==> src/hdl/sar_cfg.svh <==
// Purpose: Timing counts and code constants for the conversion control
// Assumes: 20 MHz system clock (50 ns period)
// Notes:   Definitions only
`ifndef SAR_CFG_SVH
`define SAR_CFG_SVH

`define SAR_CLK_PERIOD_NS     50
`define SAR_MIN_CONV_NS       15000
`define SAR_EXTRA_CONV_NS     2000
// Trial-bit step: eight steps give no less than the least conversion time
`define SAR_STEP_CYC          ((`SAR_MIN_CONV_NS / 8 + `SAR_CLK_PERIOD_NS - 1) / `SAR_CLK_PERIOD_NS)
`define SAR_EXTRA_CYC         (`SAR_EXTRA_CONV_NS / `SAR_CLK_PERIOD_NS)
`define SAR_PRELOAD_CODE      8'h80
`define SAR_CNT_W             12

`endif

==> src/hdl/sar_pkg.sv <==
// Purpose: Shared types for the conversion control
// Assumes: Nothing
// Notes:   Host strobes travel as one struct
package sar_pkg;

  typedef enum logic [1:0] {
    MODE_WRITE_START = 2'h0,
    MODE_READ_START  = 2'h1,
    MODE_TIED        = 2'h2
  } host_mode_t;

  typedef enum logic [1:0] {
    CODE_UNIPOLAR      = 2'h0,
    CODE_BIPOLAR       = 2'h1,
    CODE_BIPOLAR_COMPL = 2'h2
  } code_mode_t;

  typedef struct packed {
    logic cs_b;
    logic rd_b;
  } host_strobe_t;

endpackage : sar_pkg

==> src/hdl/sar_adc_conversion_control.sv <==
// Purpose: Conversion control and host interface of an 8-bit SAR converter
// Assumes: Host strobes synchronous to sys_clk_i; comparator output is sampled
// Notes:   Result bus is two signals: data, enable, no inout
//
// Functional notes
// - Unread result blocks any new conversion
// - Write mode: long select after read restarts
// - Completed read resets converter, result gone
// - Step oscillator runs while converting and for one step after a read
// - Read-started mode adds about 2 us
// - External clock gated by busy output
// - Bipolar code is offset binary
// - Unipolar code is straight binary
// - Conditioned bipolar gives complementary offset binary
// - Read end: one step, preload 10000000
// - Read rise with select low resets converter
// - Busy low while converting, high at end
`include "sar_cfg.svh"
module sar_adc_conversion_control
  import sar_pkg::*;
#(
  parameter int unsigned STEP_CYC     = `SAR_STEP_CYC,
  parameter int unsigned EXTRA_CYC    = `SAR_EXTRA_CYC,
  parameter int unsigned CS_HOLD_CYC  = 4
) (
  input  wire logic         sys_clk_i,
  input  wire logic         rst_b_i,
  input  wire host_strobe_t host_i,
  input  wire host_mode_t   host_mode_i,
  input  wire code_mode_t   code_mode_i,
  input  wire logic         comp_above_i,
  output logic              busy_b_o,
  output logic [7:0]        trial_code_o,
  output logic [7:0]        result_bus_o,
  output logic              result_bus_oe_o,
  output logic              osc_run_o
);

  // ------------------------------------------------------------
  // State
  // ------------------------------------------------------------
  typedef enum logic [4:0] {
    ST_IDLE    = 5'b00001,
    ST_SETTLE  = 5'b00010,
    ST_CONVERT = 5'b00100,
    ST_DONE    = 5'b01000,
    ST_RESET   = 5'b10000
  } conv_state_t;

  localparam int unsigned CNT_W = `SAR_CNT_W;

  conv_state_t      state_reg,   state_next;
  logic [7:0]       sar_reg,     sar_next;
  logic [7:0]       bit_reg,     bit_next;
  logic [7:0]       out_reg,     out_next;
  logic             oe_reg,      oe_next;
  host_strobe_t     prev_reg,    prev_next;
  logic [CNT_W-1:0] hold_reg,    hold_next;
  logic [CNT_W-1:0] extra_reg,   extra_next;
  logic             tick;
  logic             rd_rise;
  logic             cs_fall;
  logic             start;
  logic             run;

  // Output coding of a finished register value
  function automatic logic [7:0] encode(input logic [7:0] v, input code_mode_t m);
    unique case (m)
      CODE_UNIPOLAR:      encode = v;
      CODE_BIPOLAR:       encode = v;
      CODE_BIPOLAR_COMPL: encode = ~v;
      default:            encode = v;
    endcase
  endfunction : encode

  // ------------------------------------------------------------
  // Step oscillator
  // ------------------------------------------------------------
  // The step counter runs in the convert and reset states only, so every
  // conversion starts from a fresh count and the first trial bit gets a full step
  assign run       = (state_reg == ST_CONVERT) || (state_reg == ST_RESET);
  // The read-started settle span is part of the conversion, so the
  // oscillator is reported running there too, though it does not step
  assign osc_run_o = run || (state_reg == ST_SETTLE);

  sar_step_timer #(
    .CNT_W (CNT_W)
  ) u_timer (
    .sys_clk_i (sys_clk_i),
    .rst_b_i   (rst_b_i),
    .run_i     (run),
    .period_i  (CNT_W'(STEP_CYC)),
    .tick_o    (tick)
  );

  // ------------------------------------------------------------
  // Host strobe decode
  // ------------------------------------------------------------
  // Select is taken from the previous sample: with the strobes tied, select
  // rises together with read and the release must still reset the converter
  assign rd_rise = !prev_reg.cs_b && !prev_reg.rd_b && host_i.rd_b;
  assign cs_fall = prev_reg.cs_b && !host_i.cs_b;

  always_comb begin
    start = 1'b0;
    if (state_reg == ST_IDLE) begin
      unique case (host_mode_i)
        MODE_WRITE_START: start = (cs_fall && host_i.rd_b)
                                  || (hold_reg == CNT_W'(CS_HOLD_CYC));
        MODE_TIED:        start = cs_fall;
        MODE_READ_START:  start = 1'b0;   // Restart comes from read end
        default:          start = 1'b0;
      endcase
    end
  end

  // ------------------------------------------------------------
  // Conversion sequence
  // ------------------------------------------------------------
  always_comb begin
    state_next = state_reg;
    sar_next   = sar_reg;
    bit_next   = bit_reg;
    out_next   = out_reg;
    oe_next    = 1'b0;
    prev_next  = host_i;
    hold_next  = '0;
    extra_next = '0;
    // Select held low after a read rise while idle counts toward a restart
    if (state_reg == ST_IDLE && !host_i.cs_b && host_i.rd_b && hold_reg != '0
        && hold_reg != CNT_W'(CS_HOLD_CYC)) begin
      hold_next = hold_reg + 1'b1;
    end
    unique case (state_reg)
      ST_IDLE: begin
        if (start) begin
          state_next = (host_mode_i == MODE_READ_START) ? ST_SETTLE : ST_CONVERT;
          sar_next   = `SAR_PRELOAD_CODE;
          bit_next   = 8'h80;
        end
      end
      ST_SETTLE: begin
        extra_next = extra_reg + 1'b1;
        if (extra_reg + 1'b1 >= CNT_W'(EXTRA_CYC)) begin
          state_next = ST_CONVERT;
        end
      end
      ST_CONVERT: begin
        if (tick) begin
          if (comp_above_i) begin
            sar_next = sar_reg & ~bit_reg;
          end
          if (bit_reg[0]) begin
            state_next = ST_DONE;
          end else begin
            bit_next = bit_reg >> 1;
            sar_next = (comp_above_i ? (sar_reg & ~bit_reg) : sar_reg) | (bit_reg >> 1);
          end
        end
      end
      ST_DONE: begin
        out_next = encode(sar_reg, code_mode_i);
        oe_next  = !host_i.cs_b && !host_i.rd_b;
        if (rd_rise) begin
          state_next = ST_RESET;
        end
      end
      ST_RESET: begin
        // One oscillator step with the preload in place, then back to idle, or to settle when read-started
        sar_next = `SAR_PRELOAD_CODE;
        bit_next = 8'h80;
        if (tick) begin
          state_next = ST_IDLE;
          if (host_mode_i == MODE_READ_START) begin
            state_next = ST_SETTLE;                               // Read-started restarts
          end
          if (host_mode_i == MODE_WRITE_START && !host_i.cs_b) begin
            hold_next = CNT_W'(1);
          end
        end
      end
      default: state_next = ST_IDLE;
    endcase
  end

  always_ff @(posedge sys_clk_i or negedge rst_b_i) begin
    if (!rst_b_i) begin
      state_reg <= ST_IDLE;
      sar_reg   <= `SAR_PRELOAD_CODE;
      bit_reg   <= 8'h80;
      out_reg   <= 8'h00;
      oe_reg    <= 1'b0;
      prev_reg  <= '{cs_b: 1'b1, rd_b: 1'b1};
      hold_reg  <= '0;
      extra_reg <= '0;
    end else begin
      state_reg <= state_next;
      sar_reg   <= sar_next;
      bit_reg   <= bit_next;
      out_reg   <= out_next;
      oe_reg    <= oe_next;
      prev_reg  <= prev_next;
      hold_reg  <= hold_next;
      extra_reg <= extra_next;
    end
  end

  // Busy is low in every conversion state; also gates an external clock
  assign busy_b_o        = !(state_reg == ST_SETTLE || state_reg == ST_CONVERT);
  assign trial_code_o    = sar_reg;
  assign result_bus_o    = out_reg;
  assign result_bus_oe_o = oe_reg;

endmodule : sar_adc_conversion_control

==> src/hdl/sar_step_timer.sv <==
// Purpose: Conversion oscillator stand-in, a gated step tick generator
// Assumes: One clock domain
// Notes:   Counts only while run_i is high, so it is idle between conversions except for the one step after a read
`include "sar_cfg.svh"
module sar_step_timer #(
  parameter int unsigned CNT_W = `SAR_CNT_W
) (
  input  wire logic             sys_clk_i,
  input  wire logic             rst_b_i,
  input  wire logic             run_i,
  input  wire logic [CNT_W-1:0] period_i,
  output logic                  tick_o
);
  logic [CNT_W-1:0] cnt_reg;
  logic [CNT_W-1:0] cnt_next;

  always_comb begin
    cnt_next = '0;
    tick_o   = 1'b0;
    if (run_i) begin
      if (cnt_reg + 1'b1 >= period_i) begin
        tick_o = 1'b1;
      end else begin
        cnt_next = cnt_reg + 1'b1;
      end
    end
  end

  always_ff @(posedge sys_clk_i or negedge rst_b_i) begin
    if (!rst_b_i) begin
      cnt_reg <= '0;
    end else begin
      cnt_reg <= cnt_next;
    end
  end
endmodule : sar_step_timer

==> config.mk <==
export PLATFORM = sky130hd
export DESIGN_NAME = sar_adc_conversion_control
export DESIGN_NICKNAME = d
export VERILOG_FILES = /design/src/hdl/sar_pkg.sv /design/src/hdl/sar_adc_conversion_control.sv /design/src/hdl/sar_step_timer.sv
export VERILOG_INCLUDE_DIRS = /design/src /design/src/hdl
export SDC_FILE = /design/constraint.sdc
export NUM_CORES = 1
export LEC_CHECK = 0
export ABC_AREA = 1
export BUFFER_PORTS_ARGS = -buffer_cell sky130_fd_sc_hd__buf_2
export CORE_MARGIN = 2
export CORE_UTILIZATION = 41
export CTS_BUF_LIST = sky130_fd_sc_hd__clkbuf_8 sky130_fd_sc_hd__clkbuf_16
export CTS_CLUSTER_DIAMETER = 80
export DETAILED_ROUTE_END_ITERATION = 7
export PLACE_DENSITY = 0.62
export SYNTH_ARGS = -nofsm -noshare
export SYNTH_HDL_FRONTEND = slang
export SYNTH_SLANG_ARGS = --single-unit
==> constraint.sdc <==
create_clock -name sys_clk_i -period 1.9 [get_ports sys_clk_i]
set_clock_uncertainty 0.15 [all_clocks]
set_input_delay 0.095 -clock sys_clk_i [delete_from_list [all_inputs] [get_ports sys_clk_i]]
set_output_delay 0.095 -clock sys_clk_i [all_outputs]
set_load 0.02 [all_outputs]
==> results of run 1 <==
[metrics by stage]
step	cell area, sq um	util (%)
global placement	4240	48.6
floorplan	3740	-
CTS	4600	52.8
finish	4750	54.5
global route	4750	54.5
detailed placement	4240	48.6
[cells in the mapped netlist (3+ instances only)]
| master | number |
|---|---|
| sky130_fd_sc_hd__nand2_1 | 152 |
| sky130_fd_sc_hd__nor2_1 | 64 |
| sky130_fd_sc_hd__dfrtp_1 | 63 |
| sky130_fd_sc_hd__inv_1 | 58 |
| sky130_fd_sc_hd__nand3_1 | 31 |
| sky130_fd_sc_hd__o21ai_0 | 18 |
| sky130_fd_sc_hd__nand4_1 | 17 |
| sky130_fd_sc_hd__xor2_1 | 12 |
| sky130_fd_sc_hd__a21oi_1 | 10 |
| sky130_fd_sc_hd__nand2_2 | 9 |
| sky130_fd_sc_hd__a31oi_1 | 6 |
| sky130_fd_sc_hd__nor3_1 | 6 |
| sky130_fd_sc_hd__clkbuf_1 | 5 |
| sky130_fd_sc_hd__dfstp_2 | 5 |
| sky130_fd_sc_hd__ha_1 | 5 |
| sky130_fd_sc_hd__nor3b_1 | 4 |
| sky130_fd_sc_hd__o21bai_1 | 3 |
[final timing paths]
path / end / slack, ns / depth (start not counted)
setup / recovery: trial_code_o[4]$_DFFE_PN0P_ / -0.07 / 11
hold / removal: trial_code_o[3]$_DFFE_PN0P_ / 0.06 / 6
setup reg to reg: trial_code_o[4]$_DFFE_PN0P_ / -0.07 / 11
hold reg to reg: result_bus_o[3]$_DFFE_PN0P_ / 0.33 / 2
max in group asynchronous: state_reg[0]$_DFFE_PN1P_ / 1.11 / 3
min in group asynchronous: hold_reg[5]$_DFF_PN0_ / 0.13 / 3
[final cells by class]
type | count | area (sq um)
Timing Repair Buffer | 74 | 543
Multi-Input combinational cell | 361 | 1920
Tap cell | 108 | 135
Clock inverter | 7 | 93.8
Fill cell | 779 | 3970
Sequential cell | 68 | 1710
Clock buffer | 9 | 124
Inverter | 61 | 231
[routing by layer]
| metal | GRT usage (%) | wire, um |
|---|---|---|
| met5 | 0 | 0 |
| met4 | 5.90 | 76 |
| met3 | 3.48 | 225 |
| met2 | 30.2 | 4150 |
| met1 | 21.6 | 3720 |
[critical path, stage by stage, from the launching register on]
cell and delay [ns]:
sky130_fd_sc_hd__dfrtp_2 0.46, sky130_fd_sc_hd__ha_4 0.21, sky130_fd_sc_hd__nand3_2 0.10, sky130_fd_sc_hd__nand2_1 0.07
sky130_fd_sc_hd__nand2_2 0.09, sky130_fd_sc_hd__nand3_4 0.09, sky130_fd_sc_hd__a21oi_4 0.16, sky130_fd_sc_hd__nand3_2 0.13
sky130_fd_sc_hd__nand2_4 0.15, sky130_fd_sc_hd__nand2_4 0.10, sky130_fd_sc_hd__nand2_1 0.08, sky130_fd_sc_hd__nand2_1 0.06
[power breakdown]
part,internal [W],total [W],switching [W]
logic,0.000849,0.00226,0.00142
registers,0.00168,0.00183,0.000150
clock network,0.000736,0.00130,0.000561
[cells by family (layout without fill, tap and decap cells)]
family          count (synthesis)  after routing  synth area share [%]
other cells                     1              6                 0.101
buf+inv                        69            151                  7.35
flops                          68             68                  46.2
xor+xnor                       12             12                  2.84
fa+ha+maj                       5              5                  1.69
simple gates                  294            295                  34.8
compound gates                 43             43                  6.94
[repair_timing]
action	CTS	global route
pin swaps	7	16
endpoints found under the setup margin	22	30
setup buffers	4	3
hold endpoints to repair	74	0
hold buffers	5	0
gates cloned	0	1
resized for setup	16	36
==> impl_summary.txt, run 1 <==
----------------------------------------------------
[Global route]
  Largest net degree at the start of global routing ... 69
  Global-route total usage across every layer ... between 10% and 20%
  Number of global-route vias before repair ... 3180
  Remaining Overflow, GRT ... 0
  Number of antenna violations at the first check in global routing ... 0
  Global-route wire length before repair ... 13.9 mm

[Setup path]
  Arrival time of the worst setup path ... 2.05 ns
  CP startpoint kind ... flop
  Worst setup path class ... reg2reg
  Required time reported for the critical path endpoint ... just under 2 ns
  Source of the critical timing path ... u_timer.cnt_reg[0]$_DFF_PN0_
  FF-to-FF Start ... u_timer.cnt_reg[0]$_DFF_PN0_
  Peak fanout along the critical path ... 6
  Worst setup EP type ... flop

[Detailed routing]
  Number of remaining DRC errors ... 0
  Final WL ... between 8 and 9 mm
  Post-route ant nets ... 0
  Average wire per standard cell ... 11.9 um
  Number of vias per cell ... ~4.9
  Via count ... about 3400
  1st-pass router iterations ... 5
  1st-iter DRT viols ... ~120

[Finish]
  Number of standard cells in the final layout excluding fillers ... between 600 and 700
  Leading cell type in the layout, fill and taps excluded ... sky130_fd_sc_hd__nand2_1
  Area growth from synthesis to layout ... 28.7%
  Number of nets in the finished design ... a little under 600
  Proportion of layout cells with a drive suffix above 1 ... between 20% and 30%
  Number of antenna cells inserted ... 0
  Commonest cells after routing, fill and taps aside ... 143 x sky130_fd_sc_hd__nand2_1, 61 x sky130_fd_sc_hd__dfrtp_1, 53 x sky130_fd_sc_hd__inv_1

[Clocking]
  CTS buffer count ... 9
  Clock H-tree levels ... 3
  Reg clk slew, reported paths ... 0.07 ns
  Sinks on Clock Net ... 68
  Clock tree from TritonCTS ... done
  Source-to-sink clock delay at the later pin of the worst-skew pair ... 0.35 ns
  Clk Tree Root Cell ... sky130_fd_sc_hd__clkbuf_8
  Maximum buffer depth of the clock tree ... 2

[Run status]
  Outcome ... finished, violations left
  Violated checks ... setup timing

[Synth]
  Cell area after synthesis ... around 3700 sq um
  Share of synthesized area occupied by flip-flops and latches ... 46.2%
  Post-synthesis instance total ... a little under 500
  Most instantiated flip-flop cell in the synthesis netlist ... sky130_fd_sc_hd__dfrtp_1
  Area fraction of the dominant cell type after synthesis ... between 40% and 50%
  Synth Warn # ... 0
  Cells taking the most area after synthesis ... sky130_fd_sc_hd__dfrtp_1 43%, sky130_fd_sc_hd__nand2_1 15%, sky130_fd_sc_hd__nor2_1 6.5%, sky130_fd_sc_hd__inv_1 5.9%, sky130_fd_sc_hd__nand3_1 4.2%
  Number of enable flip-flop cells after synthesis ... 0
  Post-synth ARST share ... 100%
  Register bit total from synthesis ... between 60 and 70
  Library cell with the largest summed area after synthesis ... sky130_fd_sc_hd__dfrtp_1
  Post-synth cell types ... 36
  Syn Area/Cell ... 7.51 sq um

[Hold path]
  Startpoint of the most critical hold path ... comp_above_i
  Hold crit path type ... in2reg

[Timing]
  Minimum hold slack ... 0.0600 ns
  Period utilisation layout ... 104%
  Setup TNS ... -0.391 ns
  Crit path setup slack, layout ... -0.0729 ns
  Count of final max-slew check failures ... 0
  Final number of setup-violating endpoints ... 14
  Period minus WS final ... between 1.5 and 2 ns
  Endpoints failing hold ... 0
  RSZ-0062 raised after global routing ... true
  Maximum frequency from static timing analysis ... a little over 500 MHz

[Place]
  Placed instance count ... between 600 and 700
  Dpl hpwl ... 5.75 mm
  Port Buf Inserts ... 27
  Pre-CTS WS ... -0.122 ns
  Routability congestion estimate ... 0.798

[Pwr]
  Post-layout total power ... ~0.0054 W
  PD cells ... 1130 nW/um^2
  Worst VDD drop ... about 0.63 mV
  Leakage Power ... 2.42 nW

[Floorplanning]
  Die area ... 9790 sq um
  Row cnt ... 34
  Initial cell density of the core ... a little over two fifths
  Die height ... slightly below 100 um
  Width of the die ... between 90 and 100 um
  Top Ports ... 28
  Placeable core area ... slightly below 9000 sq um

[Run]
  Number of max-cap violations ... 0

----------------------------------------------------
Note: power is estimated with default switching activity, not from simulation.
==> inputs of run 2 (changes only) <==
TNS_END_PERCENT = 20   (was unset)
==> run 2 against run 1 <==
The run still ends with setup timing left. Count of clock-buffer cells in the layout is the same. Flip-flop and latch count unchanged. First-iteration DRC count rose by 2.4%. Utilization up 1.2 points. Critical path depth unchanged. Setup slack improved by 0.037 ns. Fmax rose by 1.9%.
==> impl_summary.txt, run 2 (same netlist as run 1, synthesis figures left out) <==
----------------------------------------------------
[Run status]
  Outcome ... finished, violations left (unchanged)
  Violated checks ... setup timing (unchanged)

[Hold path]
  Hold crit path type ... in2reg (unchanged)
  Number of stages on the worst hold path ... 6 (unchanged)

[Setup path]
  Delay contributed by the slowest stage of the critical path ... 0.46 ns (about the same)
  Required time reported for the critical path endpoint ... 1.99 ns (was 1.98 ns)
  CP startpoint kind ... flop (unchanged)
  Worst setup EP type ... flop (unchanged)
  Most frequent cell on the critical path ... sky130_fd_sc_hd__nand2_1 (unchanged)
  Peak fanout along the critical path ... 7 (was 6)
  Worst reg-to-reg path cell count ... 11 (unchanged)
  CP max-delay cell ... sky130_fd_sc_hd__dfrtp_2 (unchanged)
  Worst setup path class ... reg2reg (unchanged)
  Arrival time of the worst setup path ... 2.02 ns (was 2.05 ns)
  Critical-path cell list ... ha_4 -> nor2_2 -> nor2_1 -> nand2_1 -> nand3_2 -> a21oi_4 -> nand3_4 -> nand2_8 -> nand2_4 -> nand2_1 -> nand2_1 (was ha_4 -> nand3_2 -> nand2_1 -> nand2_2 -> nand3_4 -> a21oi_4 -> nand3_2 -> nand2_4 -> nand2_4 -> nand2_1 -> nand2_1)

[Timing]
  Minimum hold slack ... 0.0841 ns (was 0.0600 ns)
  Period minus WS final ... 1.94 ns (was 1.97 ns)
  Maximum frequency from static timing analysis ... 516 MHz (was 507 MHz)
  Count of final max-slew check failures ... 0 (unchanged)
  Period utilisation layout ... 102% (was 104%)
  RSZ-0062 raised after global routing ... true (unchanged)
  Final number of setup-violating endpoints ... 15 (was 14)
  Endpoints failing hold ... 0 (unchanged)
  Crit path setup slack, layout ... -0.0361 ns (was -0.0729 ns)

[Floorplanning]
  Top Ports ... 28 (unchanged)
  Placeable core area ... 8720 sq um (unchanged)
  Die height ... 98.9 um (unchanged)
  Row cnt ... 34 (unchanged)
  Width of the die ... 98.9 um (unchanged)
  Die area ... 9790 sq um (unchanged)
  Initial cell density of the core ... 42.4% (unchanged)

[Pwr]
  Internal power consumption ... 0.00355 W (was 0.00326 W)
  Fraction of power spent switching nets ... 37.8% (was 39.5%)
  Leakage Power ... 2.48 nW (was 2.42 nW)
  Comb power frac ... 43.2% (was 42.0%)
  PD cells ... 1180 nW/um^2 (was 1130 nW/um^2)
  Part of the power in the clock network ... 25.1% (was 24.1%)
  Reg power frac ... 31.7% (was 33.9%)
  Post-layout total power ... 0.00572 W (was 0.00539 W)
  Worst VDD drop ... 0.787 mV (was 0.630 mV)
  Total net switching power ... 0.00216 W (was 0.00213 W)

[Global route]
  Number of global-route vias before repair ... 3308 (was 3180)
  Global-route total usage across every layer ... 17.6% (was 17.4%)
  Global Route met2 Usage ... 30.7% (was 30.2%)
  Number of antenna violations at the first check in global routing ... 0 (unchanged)
  GRT met3 Usage ... 2.91% (was 3.48%)
  GRT Max-Usage Layer ... met2 (unchanged)
  Routing usage on met1 ... 21.7% (was 21.6%)
  Remaining Overflow, GRT ... 0 (unchanged)
  Global-route wire length before repair ... 14.2 mm (was 13.9 mm)
  Largest net degree at the start of global routing ... 69 (unchanged)

[Clocking]
  Clock tree from TritonCTS ... done (unchanged)
  Reg clk slew, reported paths ... 0.08 ns (was 0.07 ns)
  Clk Tree Root Cell ... sky130_fd_sc_hd__clkbuf_8 (unchanged)
  Source-to-sink clock delay at the later pin of the worst-skew pair ... 0.35 ns (about the same)
  Maximum buffer depth of the clock tree ... 2 (unchanged)
  Sinks on Clock Net ... 68 (unchanged)
  Clock H-tree levels ... 3 (unchanged)
  CTS buffer count ... 9 (unchanged)

[Finish]
  Leading cell type in the layout, fill and taps excluded ... sky130_fd_sc_hd__nand2_1 (unchanged)
  Number of nets in the finished design ... 598 (was 589)
  Share of the core filled with cells in the final layout ... 55.8% (was 54.5%)
  Area growth from synthesis to layout ... 31.6% (was 28.7%)
  Number of antenna cells inserted ... 0 (unchanged)
  Proportion of layout cells with a drive suffix above 1 ... 26.8% (was 25.3%)
  Commonest cells after routing, fill and taps aside ... 144 x sky130_fd_sc_hd__nand2_1, 61 x sky130_fd_sc_hd__dfrtp_1, 55 x sky130_fd_sc_hd__inv_1 (was 143 x sky130_fd_sc_hd__nand2_1, 61 x sky130_fd_sc_hd__dfrtp_1, 53 x sky130_fd_sc_hd__inv_1)

[Detailed routing]
  Number of remaining DRC errors ... 0 (unchanged)
  Via count ... 3403 (was 3372)
  1st-pass router iterations ... 4 (was 5)
  Final WL ... 8.31 mm (was 8.17 mm)
  1st-iter DRT viols ... 126 (was 123)
  Post-route ant nets ... 0 (unchanged)
  Number of vias per cell ... 4.88 (was 4.90)
  Average wire per standard cell ... 11.9 um (about the same)

[Place]
  Dpl hpwl ... 5.77 mm (was 5.75 mm)
  Routability congestion estimate ... 0.825 (was 0.798)
  Port Buf Inserts ... 27 (unchanged)

[Run]
  Number of max-cap violations ... 0 (unchanged)

----------------------------------------------------
run 2: cell count changes in the layout (fill, tap and decap cells not counted), moves of 2 or more:
| cell | previous run | this run |
|---|---|---|
| sky130_fd_sc_hd__nand3_1 | 25 | 22 |
| sky130_fd_sc_hd__buf_4 | 37 | 43 |
| sky130_fd_sc_hd__nand3_2 | 6 | 10 |
| sky130_fd_sc_hd__buf_6 | 4 | 7 |
| sky130_fd_sc_hd__inv_1 | 53 | 55 |
| sky130_fd_sc_hd__o21ai_0 | 15 | 13 |
run 2: stage by stage:
stage          setup slack, ns  TNS [ns]  instances  area [sq um]
2_1_floorplan          -0.0121   -0.0887        497          3740
3_3_place_gp           -0.0554    -0.658        664          4280
3_5_place_dp            -0.110     -1.48        664          4280
4_1_cts               -0.00610  -0.00970        691          4660
5_1_grt                 -0.179     -3.64        697          4860
6_report               -0.0361    -0.292        697          4860
run 2: power by group through the flow:
stage	combinational [W]	clock, W	sequential (W)
floorplan	0.00125	0	0.00196
global placement	0.00193	0	0.00184
detailed placement	0.00196	0	0.00184
CTS	0.00216	0.00147	0.00181
global route	0.00269	0.00154	0.00184
finish	0.00247	0.00143	0.00181
run 2: timing repair:
item | CTS | global route
cloned | 1 | 0
pin swaps | 9 | 22
gates resized for setup | 16 | 43
setup endpoints to repair | 23 | 34
hold buffers | 5 | 0
endpoints found under the hold margin | 74 | 0
buffers inserted | 5 | 6
run 2: critical path, delay by kind of cell (launching register included):
kind,cells,cell delay [ns]
adder cells (fa/ha/maj),1,0.20
flip-flops,1,0.46
AO/OA/AOI/OAI,1,0.21
AND/OR/NAND/NOR,9,0.82
run 2: per-layer routing:
| layer | up-vias | wire [um] |
|---|---|---|
| met1 | 1601 | 3810 |
| li1 | 1741 | - |
| met4 | 0 | 131 |
| met3 | 13 | 251 |
| met2 | 48 | 4120 |
| met5 | - | 0 |
run 2: layout make-up:
class                           instances  area, sq um
Fill cell                             805         3860
Multi-Input combinational cell        361         1930
Sequential cell                        68         1710
Timing Repair Buffer                   83          622
Inverter                               61          229
Tap cell                              108          135
Clock buffer                            9          124
Clock inverter                          7          116
run 2: worst paths after layout:
kind	slack, ns	startpoint	endpoint
hold / removal	0.08	comp_above_i	trial_code_o[1]$_DFFE_PN0P_
min in group asynchronous	0.15	rst_b_i	extra_reg[1]$_DFF_PN0_
setup reg to reg	-0.04	u_timer.cnt_reg[0]$_DFF_PN0_	bit_reg[3]$_DFFE_PN0P_
hold reg to reg	0.33	bit_reg[7]$_DFFE_PN1P_	bit_reg[7]$_DFFE_PN1P_
setup / recovery	-0.04	u_timer.cnt_reg[0]$_DFF_PN0_	bit_reg[3]$_DFFE_PN0P_
max in group asynchronous	1.12	rst_b_i	trial_code_o[7]$_DFFE_PN1P_
